===== config.mk =====
export PLATFORM = sky130hd
export DESIGN_NAME = rsqco_reset_seq
export DESIGN_NICKNAME = d
export VERILOG_FILES = /design/src/common/rsqco_pkg.sv /design/src/rtl/rsqco_strap_window.sv /design/src/rtl/rsqco_reset_seq.sv
export VERILOG_INCLUDE_DIRS = /design/src /design/src/common
export SDC_FILE = /design/constraint.sdc
export NUM_CORES = 1
export LEC_CHECK = 0
export BUFFER_PORTS_ARGS = -buffer_cell sky130_fd_sc_hd__buf_2
export CAP_MARGIN = 20
export CORE_MARGIN = 4
export CORE_UTILIZATION = 46
export DETAILED_ROUTE_END_ITERATION = 7
export PLACE_DENSITY_LB_ADDON = 0.1
export REMOVE_ABC_BUFFERS = 1
export SLEW_MARGIN = 10
export SYNTH_ARGS = -nofsm -noshare
export SYNTH_HDL_FRONTEND = slang
export SYNTH_SLANG_ARGS = --single-unit

===== constraint.sdc =====
create_clock -name I_MCLK -period 2.6 [get_ports I_MCLK]
set_input_delay 0.26 -clock I_MCLK [delete_from_list [all_inputs] [get_ports I_MCLK]]
set_output_delay 0.26 -clock I_MCLK [all_outputs]
set_load 0.005 [all_outputs]

===== src/common/rsqco_consts.svh =====
/*
  Timing counts and reset values for the reset sequencer.
  Assumes inclusion by bare name from the sequencer files.
*/
// Contract
// - Any reset returns peripheral registers to default and points the next fetch at address zero.
// - Reset defines only the program counter; other core registers stay undefined.
// - External reset is active low, asserts asynchronously and releases synchronised to the master clock.
// - The first fetch comes eighty master-clock cycles after the external reset pin rises.
// - A watchdog reset, when enabled, has the same effect as an external reset.
// - A watchdog reset leaves the latched boot width and tri-state mode unchanged.
// - External reset wins over a simultaneous watchdog reset request.
// - After reset every peripheral line is an input with its driver off; code: O_IO_INPUT_ONLY drops after reset unless in tri-state mode.
// - The clock output carries the master clock during and after reset until the line is reprogrammed; code: after reset it follows I_CLKOUT_AS_GPIO.
// - On external reset the boot width is the strap level held over the last ten cycles.
// - A high boot-width strap selects 8-bit boot memory on chip select zero, low selects 16-bit.
// - On external reset tri-state mode is entered if its strap was low over the last ten cycles.
`ifndef RSQCO_CONSTS_SVH
`define RSQCO_CONSTS_SVH
`define RSQCO_FETCH_DELAY 80
`define RSQCO_PIN_LATENCY 5
`define RSQCO_STRAP_CYCLES 10
`define RSQCO_RESET_PC 32'h0000_0000
`define RSQCO_BOOT_WIDTH_RST 1'b0
`define RSQCO_TRISTATE_RST 1'b0
`define RSQCO_WD_HOLD 4
`endif


===== src/common/rsqco_pkg.sv =====
/*
  Types for the reset sequencer.
  Assumes no other package.
*/
`default_nettype none
package rsqco_pkg;
  typedef enum logic [1:0] {
    RSQCO_ST_PIN,
    RSQCO_ST_WD,
    RSQCO_ST_DELAY,
    RSQCO_ST_RUN
  } rsqco_state_t;
endpackage
`default_nettype wire


===== src/rtl/rsqco_strap_window.sv =====
/*
  Strap sampler: tracks whether a synchronised strap level has stood
  unchanged for the last N cycles, reporting the steady level.
  Assumes the input is already synchronised to the clock.
*/
`timescale 1ns/1ps
`default_nettype none
`include "rsqco_consts.svh"
module rsqco_strap_window #(
  parameter int N = `RSQCO_STRAP_CYCLES
) (
  input wire logic i_clk,
  input wire logic i_rst,
  input wire logic i_level,
  output logic o_steady,
  output logic o_level
);
  logic [4:0] run_r;
  logic last_r;
  wire logic same = (i_level == last_r);
  wire logic full = (run_r >= 5'(N));
  always_ff @(posedge i_clk or posedge i_rst) begin
    if (i_rst) begin
      run_r <= 5'h00;
      last_r <= 1'b1;
    end else begin
      last_r <= i_level;
      if (!same)
        run_r <= 5'h01;
      else if (!full)
        run_r <= run_r + 5'h01;
    end
  end
  assign o_steady = full;
  assign o_level = last_r;
endmodule
`default_nettype wire


===== src/rtl/rsqco_reset_seq.sv =====
/*
  Reset sequencer with clock image output. Combines the external reset pin
  and the watchdog request, holds the core and peripherals in reset, counts
  the fetch delay, latches boot straps on pin resets only.
  The fetch count already allows for the pin synchroniser and output stage.
  Assumes straps and reset pin are asynchronous pins; watchdog request is
  from logic on the master clock.
*/
`timescale 1ns/1ps
`default_nettype none
`include "rsqco_consts.svh"
module rsqco_reset_seq
  import rsqco_pkg::*;
#(
  parameter int FETCH_DELAY = `RSQCO_FETCH_DELAY,
  parameter int STRAP_CYCLES = `RSQCO_STRAP_CYCLES,
  parameter int WD_HOLD = `RSQCO_WD_HOLD
) (
  input wire logic I_MCLK,
  input wire logic I_RESET,
  input wire logic I_EXT_RESET_N,
  input wire logic I_WD_RESET_REQ,
  input wire logic I_WD_RESET_EN,
  input wire logic I_BOOT_WIDTH_STRAP,
  input wire logic I_TRISTATE_STRAP_N,
  input wire logic I_CLKOUT_AS_GPIO,
  input wire logic I_CLKOUT_GPIO_VAL,
  output logic O_PERIPH_RESET,
  output logic O_CORE_RESET,
  output logic O_FETCH_ENABLE,
  output logic [31:0] O_RESET_PC,
  output logic O_BOOT_8BIT,
  output logic O_TRISTATE_MODE,
  output logic O_IO_INPUT_ONLY,
  output logic O_MASTER_CLK_OUT_SEL,
  output logic O_MASTER_CLK_OUT_GPIO,
  output logic O_WD_RESET_SEEN
);
  // ------------------------------------------------------------
  // pin synchronisers
  // ------------------------------------------------------------
  // reset pin: async assert
  wire logic pin_async_rst = I_RESET | ~I_EXT_RESET_N;
  logic [2:0] ext_reset_n_sync_r;
  always_ff @(posedge I_MCLK or posedge pin_async_rst) begin
    if (pin_async_rst)
      ext_reset_n_sync_r <= 3'h0;
    else
      ext_reset_n_sync_r <= {ext_reset_n_sync_r[1:0], 1'b1};
  end
  // release only once second and third stages agree
  wire logic pin_released = ext_reset_n_sync_r[1] & ext_reset_n_sync_r[2];

  logic [2:0] bw_sync_r;
  logic [2:0] tri_sync_r;
  logic bw_level_r;
  logic tri_level_r;
  always_ff @(posedge I_MCLK or posedge I_RESET) begin
    if (I_RESET) begin
      bw_sync_r <= 3'h0;
      tri_sync_r <= 3'h7;
      bw_level_r <= 1'b0;
      tri_level_r <= 1'b1;
    end else begin
      bw_sync_r <= {bw_sync_r[1:0], I_BOOT_WIDTH_STRAP};
      tri_sync_r <= {tri_sync_r[1:0], I_TRISTATE_STRAP_N};
      if (bw_sync_r[1] == bw_sync_r[2])
        bw_level_r <= bw_sync_r[2];
      if (tri_sync_r[1] == tri_sync_r[2])
        tri_level_r <= tri_sync_r[2];
    end
  end

  // ------------------------------------------------------------
  // strap windows
  // ------------------------------------------------------------
  logic bw_steady;
  logic bw_val;
  logic tri_steady;
  logic tri_val;
  rsqco_strap_window #(.N(STRAP_CYCLES)) u_bw_win (
    .i_clk(I_MCLK),
    .i_rst(I_RESET),
    .i_level(bw_level_r),
    .o_steady(bw_steady),
    .o_level(bw_val)
  );
  rsqco_strap_window #(.N(STRAP_CYCLES)) u_tri_win (
    .i_clk(I_MCLK),
    .i_rst(I_RESET),
    .i_level(tri_level_r),
    .o_steady(tri_steady),
    .o_level(tri_val)
  );

  // ------------------------------------------------------------
  // sequencer
  // ------------------------------------------------------------
  rsqco_state_t state_r;
  rsqco_state_t state_nxt;
  logic [7:0] cnt_r;
  logic [7:0] cnt_nxt;
  logic boot_8bit_r;
  logic tristate_r;
  logic pin_rel_d_r;
  logic wd_seen_r;

  wire logic wd_fire = I_WD_RESET_REQ & I_WD_RESET_EN;
  wire logic pin_rise = pin_released & ~pin_rel_d_r;
  // counter sits on the last of n cycles
  function automatic logic cnt_last(input logic [7:0] c, input int n);
    cnt_last = (c == 8'(n - 1));
  endfunction

  // sync, state and output stages eat part of the fetch delay
  wire logic delay_done = cnt_last(cnt_r, FETCH_DELAY - `RSQCO_PIN_LATENCY);
  wire logic hold_done = cnt_last(cnt_r, WD_HOLD);

  always_comb begin
    state_nxt = state_r;
    cnt_nxt = cnt_r;
    case (state_r)
      RSQCO_ST_PIN: begin
        cnt_nxt = 8'h00;
        if (pin_rise)
          state_nxt = RSQCO_ST_DELAY;
      end
      RSQCO_ST_WD: begin
        cnt_nxt = cnt_r + 8'h01;
        if (hold_done) begin
          state_nxt = RSQCO_ST_DELAY;
          cnt_nxt = 8'h00;
        end
      end
      RSQCO_ST_DELAY: begin
        cnt_nxt = cnt_r + 8'h01;
        if (delay_done)
          state_nxt = RSQCO_ST_RUN;
      end
      RSQCO_ST_RUN: begin
        cnt_nxt = 8'h00;
      end
      default: begin
        state_nxt = RSQCO_ST_PIN;
        cnt_nxt = 8'h00;
      end
    endcase
    // watchdog restarts sequence, pin held state absorbs it
    if (wd_fire && state_r != RSQCO_ST_PIN) begin
      state_nxt = RSQCO_ST_WD;
      cnt_nxt = 8'h00;
    end
  end

  // pin reset forces pin state asynchronously
  always_ff @(posedge I_MCLK or posedge pin_async_rst) begin
    if (pin_async_rst) begin
      state_r <= RSQCO_ST_PIN;
      cnt_r <= 8'h00;
      pin_rel_d_r <= 1'b0;
    end else begin
      state_r <= state_nxt;
      cnt_r <= cnt_nxt;
      pin_rel_d_r <= pin_released;
    end
  end

  wire logic strap_take = (state_r == RSQCO_ST_PIN) && pin_rise;
  wire logic boot_cap = bw_steady ? bw_val : bw_level_r;
  wire logic tri_cap = tri_steady & ~tri_val;

  // straps captured at pin release only, never on watchdog
  always_ff @(posedge I_MCLK or posedge I_RESET) begin
    if (I_RESET) begin
      boot_8bit_r <= `RSQCO_BOOT_WIDTH_RST;
      tristate_r <= `RSQCO_TRISTATE_RST;
      wd_seen_r <= 1'b0;
    end else begin
      if (strap_take) begin
        boot_8bit_r <= boot_cap;
        tristate_r <= tri_cap;
        wd_seen_r <= 1'b0;
      end else if (state_r == RSQCO_ST_WD) begin
        wd_seen_r <= 1'b1;
      end
    end
  end

  // ------------------------------------------------------------
  // registered outputs
  // ------------------------------------------------------------
  wire logic in_reset = (state_r != RSQCO_ST_RUN);
  wire logic io_off_nxt = in_reset | tristate_r;
  wire logic clk_sel_nxt = in_reset | ~I_CLKOUT_AS_GPIO;

  // pin low reaches the outputs without waiting for a clock
  always_ff @(posedge I_MCLK or posedge pin_async_rst) begin
    if (pin_async_rst) begin
      O_PERIPH_RESET <= 1'b1;
      O_CORE_RESET <= 1'b1;
      O_FETCH_ENABLE <= 1'b0;
      O_RESET_PC <= `RSQCO_RESET_PC;
      O_IO_INPUT_ONLY <= 1'b1;
      O_MASTER_CLK_OUT_SEL <= 1'b1;
      O_MASTER_CLK_OUT_GPIO <= 1'b0;
    end else begin
      O_PERIPH_RESET <= in_reset;
      O_CORE_RESET <= in_reset;
      O_FETCH_ENABLE <= ~in_reset;
      O_RESET_PC <= `RSQCO_RESET_PC;
      O_IO_INPUT_ONLY <= io_off_nxt;
      O_MASTER_CLK_OUT_SEL <= clk_sel_nxt;
      O_MASTER_CLK_OUT_GPIO <= I_CLKOUT_GPIO_VAL;
    end
  end
  assign O_BOOT_8BIT = boot_8bit_r;
  assign O_TRISTATE_MODE = tristate_r;
  assign O_WD_RESET_SEEN = wd_seen_r;
endmodule
`default_nettype wire


Word level (Yosys, flattened, before mapping)
Index checks and enable logic that the tools add are counted.
{"block": "op_classes", "bitwise_logic": 12, "magnitude_cmp": 2, "reduce_logical": 8, "add_sub_neg": 3, "muxes": 15, "eq_ne": 15}
{"cell": "case mux 8 bit (3 select lines)", "n": 1}
{"cell": "2-to-1 mux 5 bit", "n": 4}
{"cell": "2-to-1 mux 8 bit", "n": 2}
{"cell": "adder 5 x 1 -> 5 bit, second input constant", "n": 2}
{"cell": ">= comparator 5 x 4 -> 1 bit, second input constant", "n": 2}
{"cell": "!= test 3 bit, second input constant", "n": 3}
{"cell": "adder 8 x 1 -> 8 bit, second input constant", "n": 1}
{"cell": "== test 8 x 2 -> 1 bit, second input constant", "n": 1}
{"cell": "== test 8 x 7 -> 1 bit, second input constant", "n": 1}
{"cell": "2-to-1 mux 2 bit", "n": 4}
{"cell": "!= test 2 bit, second input constant", "n": 3}
{"cell": "case mux 2 bit (3 select lines)", "n": 1}
{"cell": "inverter 1 bit", "n": 5}
{"cell": "AND 1 bit", "n": 4}
{"cell": "== test 1 bit", "n": 4}
{"cell": "== test 2 bit, second input constant", "n": 2}
{"cell": "AND reduction 4 bit", "n": 1}
{"cell": "nonzero test 2 bit", "n": 2}
{"cell": "nonzero test 4 bit", "n": 1}
{"cell": "2-to-1 mux 1 bit", "n": 3}
{"cell": "OR 1 bit", "n": 3}
{"cell": "== test 2 x 1 -> 1 bit, second input constant", "n": 1}
{"cell": "logical AND 1 bit", "n": 2}
{"cell": "zero test 2 bit", "n": 1}
{"cell": "OR reduction 2 bit", "n": 1}
{"block": "totals", "ff_bits": 42, "wordCells": 75, "output_inout_bits": 41, "input_bits": 9}

Logic depth before layout (Yosys ltp)
{"block": "logic_depth", "depth_word": 5, "ltp_mapped": 5, "ltp_nobuf": 5}

Modules after synthesis
Synthesis repeated with hierarchy kept, for this count alone.
{"block": "unflattened", "cells_unflattened": 180, "hier_area_um2": 1968.1}
{"module": "rsqco_reset_seq", "n_inst": 1, "cells_each": 122, "area_per_inst_um2": 1387.6, "seq_area_each_um2": 759.5}
{"module": "rsqco_strap_window", "n_inst": 2, "cells_each": 29, "area_per_inst_um2": 290.3, "seq_area_each_um2": 151.4}

Worst setup path after synthesis
OpenSTA, ideal clock, no wires.
{"block": "synth_timing", "kind": "register -> register", "start": "register cnt_r[0]", "end": "register cnt_r[2]", "setup_time_ps": 132, "required_time_ps": 2468, "n_path_buf": 0, "slack_ps": 1016, "t_arrival_ps": 1453, "period_less_slack_ps": 1584, "stages_incl_launch_ff": 5, "path_cell_list": "dfrtp_1 > ha_1 > or4b_4 > o211ai_2 > nor2_1"}
{"block": "synth_via", "elab_chain_len": 4, "word_cells_on_any_way": 5, "cone_classes": "1 x add/sub; 1 x eq/ne; 3 x mux"}
{"element": "start, declared", "line": "rsqco_reset_seq.sv:101", "rtl": "logic [7:0] cnt_r;"}
{"element": "start signal, assigned", "line": "rsqco_reset_seq.sv:163", "rtl": "cnt_r <= cnt_nxt;"}
{"element": "adder 8 x 1 -> 8 bit or == test 8 x 2 -> 1 bit (tied branches)", "line": "rsqco_reset_seq.sv:129, rsqco_reset_seq.sv:136, rsqco_reset_seq.sv:112"}
{"element": "2-to-1 mux 8 bit", "line": "rsqco_reset_seq.sv:130", "rtl": "if (hold_done) begin"}
{"element": "case mux 8 bit (3 select lines) *", "line": "rsqco_reset_seq.sv:122", "rtl": "case (state_r)"}
{"element": "2-to-1 mux 8 bit *", "line": "rsqco_reset_seq.sv:149", "rtl": "if (wd_fire && state_r != RSQCO_ST_PIN) begin"}
{"element": "net cnt_nxt[2]", "line": "rsqco_reset_seq.sv:102", "rtl": "logic [7:0] cnt_nxt;"}
The timed path passes the listed nets; every way through them passes the cells marked *.
A chain may end at the register's enable or synchronous reset.

Final worst setup path
{"block": "layout_timing", "start": "register u_tri_win.run_r[0]", "end": "register u_tri_win.run_r[1]"}
{"block": "layout_via", "elab_chain_len": 3, "word_cells_on_any_way": 5, "cone_classes": "1 x add/sub; 1 x order compare; 1 x eq/ne; 2 x mux"}
{"element": "start, declared", "line": "rsqco_strap_window.sv:18", "rtl": "logic [4:0] run_r;"}
{"element": "start signal, assigned", "line": "rsqco_strap_window.sv:31", "rtl": "run_r <= run_r + 5'h01;"}
{"element": "adder 5 x 1 -> 5 bit", "line": "rsqco_strap_window.sv:31"}
{"element": "2-to-1 mux 5 bit", "line": "rsqco_strap_window.sv:30", "rtl": "else if (!full)"}
{"element": "2-to-1 mux 5 bit", "line": "rsqco_strap_window.sv:28", "rtl": "if (!same)"}
Several ways; a longest one is shown, not always the timed one. The select of a mux whose other input is x is not followed.

==> results.tsv <==
metric	value	unit
rsz0062_at_grt	false	
critPathTopFamily	compound AO/OA/AOI/OAI gates	
p_int	1.13	mW
gp_congestion	0.721	
utilization	51.2	%
async_reset_ff_share	100	%
layoutNonFillerInstCount	247	
cts_root_buf	clkbuf_8	
critPathCaptureType	register	
clk_pin_slew_worst_paths	0.09	ns
synth_top_area_share	41.8	%
wire_per_inst	12.8	µm
routed_wl	3170	µm
cts_resized	0	
num-fill-cells	392	
criticalPathCategory	reg2reg	
post-cts-setup-buffers	0	
fp.coreArea	4090	µm²
grt_pass1_wl	5360	µm
drtIter0Drc	44	
slew_headroom	43.4	%
ys_top_cells_by_area	dfrtp_1 (42%), buf_4 (13%), dfstp_2 (12%), ha_1 (3.8%), inv_1 (2.1%)	
ys_ff_latch	42	
reg2reg_slack	0.79	ns
crit_chain	inv_1 > ha_1 > o31ai_1 > a21oi_1 > a311oi_1	
clock_skew	0.0126	ns
syn_inst	174	
status	complete, no violations	
syn-cell-area	1980	µm²
sw_frac_of_total	30.5	%
rr_startpoint	u_tri_win.run_r[0]	
fin_setup_tns	0	ns
cts.sinks	42	
crit_path_max_fanout	5	
critPathMaxStageDelay	0.50	ns
vias	1244	
worst-path-buf-inv	1	
avgSynthCellArea	11.4	µm²
areaGrowthSynthToFinish	5.83	%
portBuffers	17	
seq_power_share	53.2	%
dpl_worst_slack	0.833	ns
vdd_ir_drop_max	0.394	mV
ctsHoldBuffers	0	
dp_hpwl	2390	µm
antenna_found_initial	0	
viasPerCell	5.04	
setup_ws	0.789	ns
yosysUniqueCellTypes	43	
htree_levels	2	
cts-buffers-inserted	5	
gr-total-overflow	0	
synth_edf_count	0	
yosysTopAreaCell	dfrtp_1	
slew_viol_final	0	
die_x	73.5	µm
p_switching	497	µW
fmax	552	MHz
track_usage	12.9	%
nets	211	
worst_pin_slew	0.848	ns
fin_crit_sh	69.6	%
finalCriticalPeriod	1.81	ns
initial_core_util	48.3	%
clkPwrFrac	26.1	%
multiInputGateArea	737	µm²
pin_count	50	
cap_violations	0	
drc	0	
num_rows	23	
drive_gt1_share	22.3	%
antenna_cells	0	
ant_nets	0	
die-area	5410	µm²
worstPathRequired	2.78	ns
clkLatencyLatePin	0.29	ns
comb_power_share	20.7	%
ys.flop_type	dfrtp_1	
r2r_end	u_tri_win.run_r[1]	
hold_viol	0	
synth_warnings	0	
layout_common_cells	dfrtp_1 (33), conb_1 (33), buf_2 (17)	
max-clock-path-buffers	2	
critPathArrivalTime	1.99	ns
grt_max_degree	24	
powerDensity	780	nW/µm²
setup.worst_path.start_class	register	
seq_area	1060	µm²
hold_class	in2async	
seq_area_frac_synth	53.8	%
reg2reg_depth	5	
grt_pass1_vias	1217	
power_leakage	0.999	nW
slowest_stage	o31ai_1	
finalSetupViolations	0	
first_pass_iters	4	
die_y	73.5	µm
cts_tree	built	
dpl.cell_count	239	
## state kept, by name, summed over array words and instances, names as in the netlist, 2 cells and up
signal	flops
cnt_r	8
tri_sync_r	3
u_bw_win.run_r	5
bw_sync_r	3
u_tri_win.run_r	5
state_r	2
ext_reset_n_sync_r	3
## routing by layer
metal,routed length [µm],GRT usage (%),up-vias
li1,-,-,568
met5,0,0,-
met4,57,6.04,0
met1,1300,15.1,612
met3,278,3.69,7
met2,1540,21.8,57
## metrics by stage
stage	power [mW]	cell area (µm²)	hold slack, ns
2_1_floorplan	1.10	1840	0.257
3_3_place_gp	1.19	2000	0.332
3_5_place_dp	1.22	2000	0.339
4_1_cts	1.66	2090	0.0430
5_1_grt	1.74	2090	0.0439
6_report	1.63	2090	0.0368
## tightest hold or removal path, cell delays in order
cell and delay, ns:
buf_2 0.07, nor2b_1 0.11, buf_4 0.26
## final cells by class
cell class | count | area share, %
repair buffers | 18 | 4.43
inverters | 11 | 1.97
flip-flops and latches | 42 | 50.8
clock buffers | 6 | 3.95
well taps | 50 | 2.99
multi-input cells | 118 | 35.2
clock inverters | 2 | 0.598
## synthesized netlist by cell type, types with 3 or more instances
| library cell | count |
|---|---|
| and2_1 | 3 |
| nand3_1 | 6 |
| o21ai_0 | 7 |
| nand2_1 | 6 |
| xor2_1 | 4 |
| a21oi_1 | 6 |
| ha_1 | 6 |
| inv_1 | 11 |
| nor2_1 | 10 |
| buf_4 | 33 |
| dfrtp_1 | 33 |
| dfstp_2 | 9 |
| or3_1 | 4 |
## worst max path at each step
stage | slack (ns) | cells past startpoint | to | startpoint
after floorplan | 1.02 | 4 | cnt_r[2] | cnt_r[0]
after detailed placement | 0.83 | 4 | cnt_r[3] | cnt_r[0]
after global placement | 0.90 | 4 | cnt_r[4] | cnt_r[0]
after CTS | 0.77 | 5 | u_tri_win.run_r[1] | u_tri_win.run_r[0]
final | 0.79 | 5 | u_tri_win.run_r[1] | u_tri_win.run_r[0]
after global routing | 0.59 | 5 | u_tri_win.run_r[1] | u_tri_win.run_r[0]
## power groups by stage
stage,combinational (mW),sequential [mW],clock [mW]
2_1_floorplan,0.242,0.858,0
3_3_place_gp,0.315,0.872,0
3_5_place_dp,0.339,0.878,0
4_1_cts,0.345,0.867,0.444
5_1_grt,0.388,0.885,0.467
6_report,0.337,0.867,0.427
## kinds of logic after synthesis
logic type | after synthesis | synth area share [%]
buf+inv | 45 | 14.8
simple gates | 42 | 13.0
xor+xnor | 6 | 2.66
compound gates | 26 | 8.87
fa+ha+maj | 8 | 4.81
flops | 42 | 53.8
mux | 3 | 1.65
other cells | 2 | 0.380
Note: power is estimated with default switching activity, not from simulation.
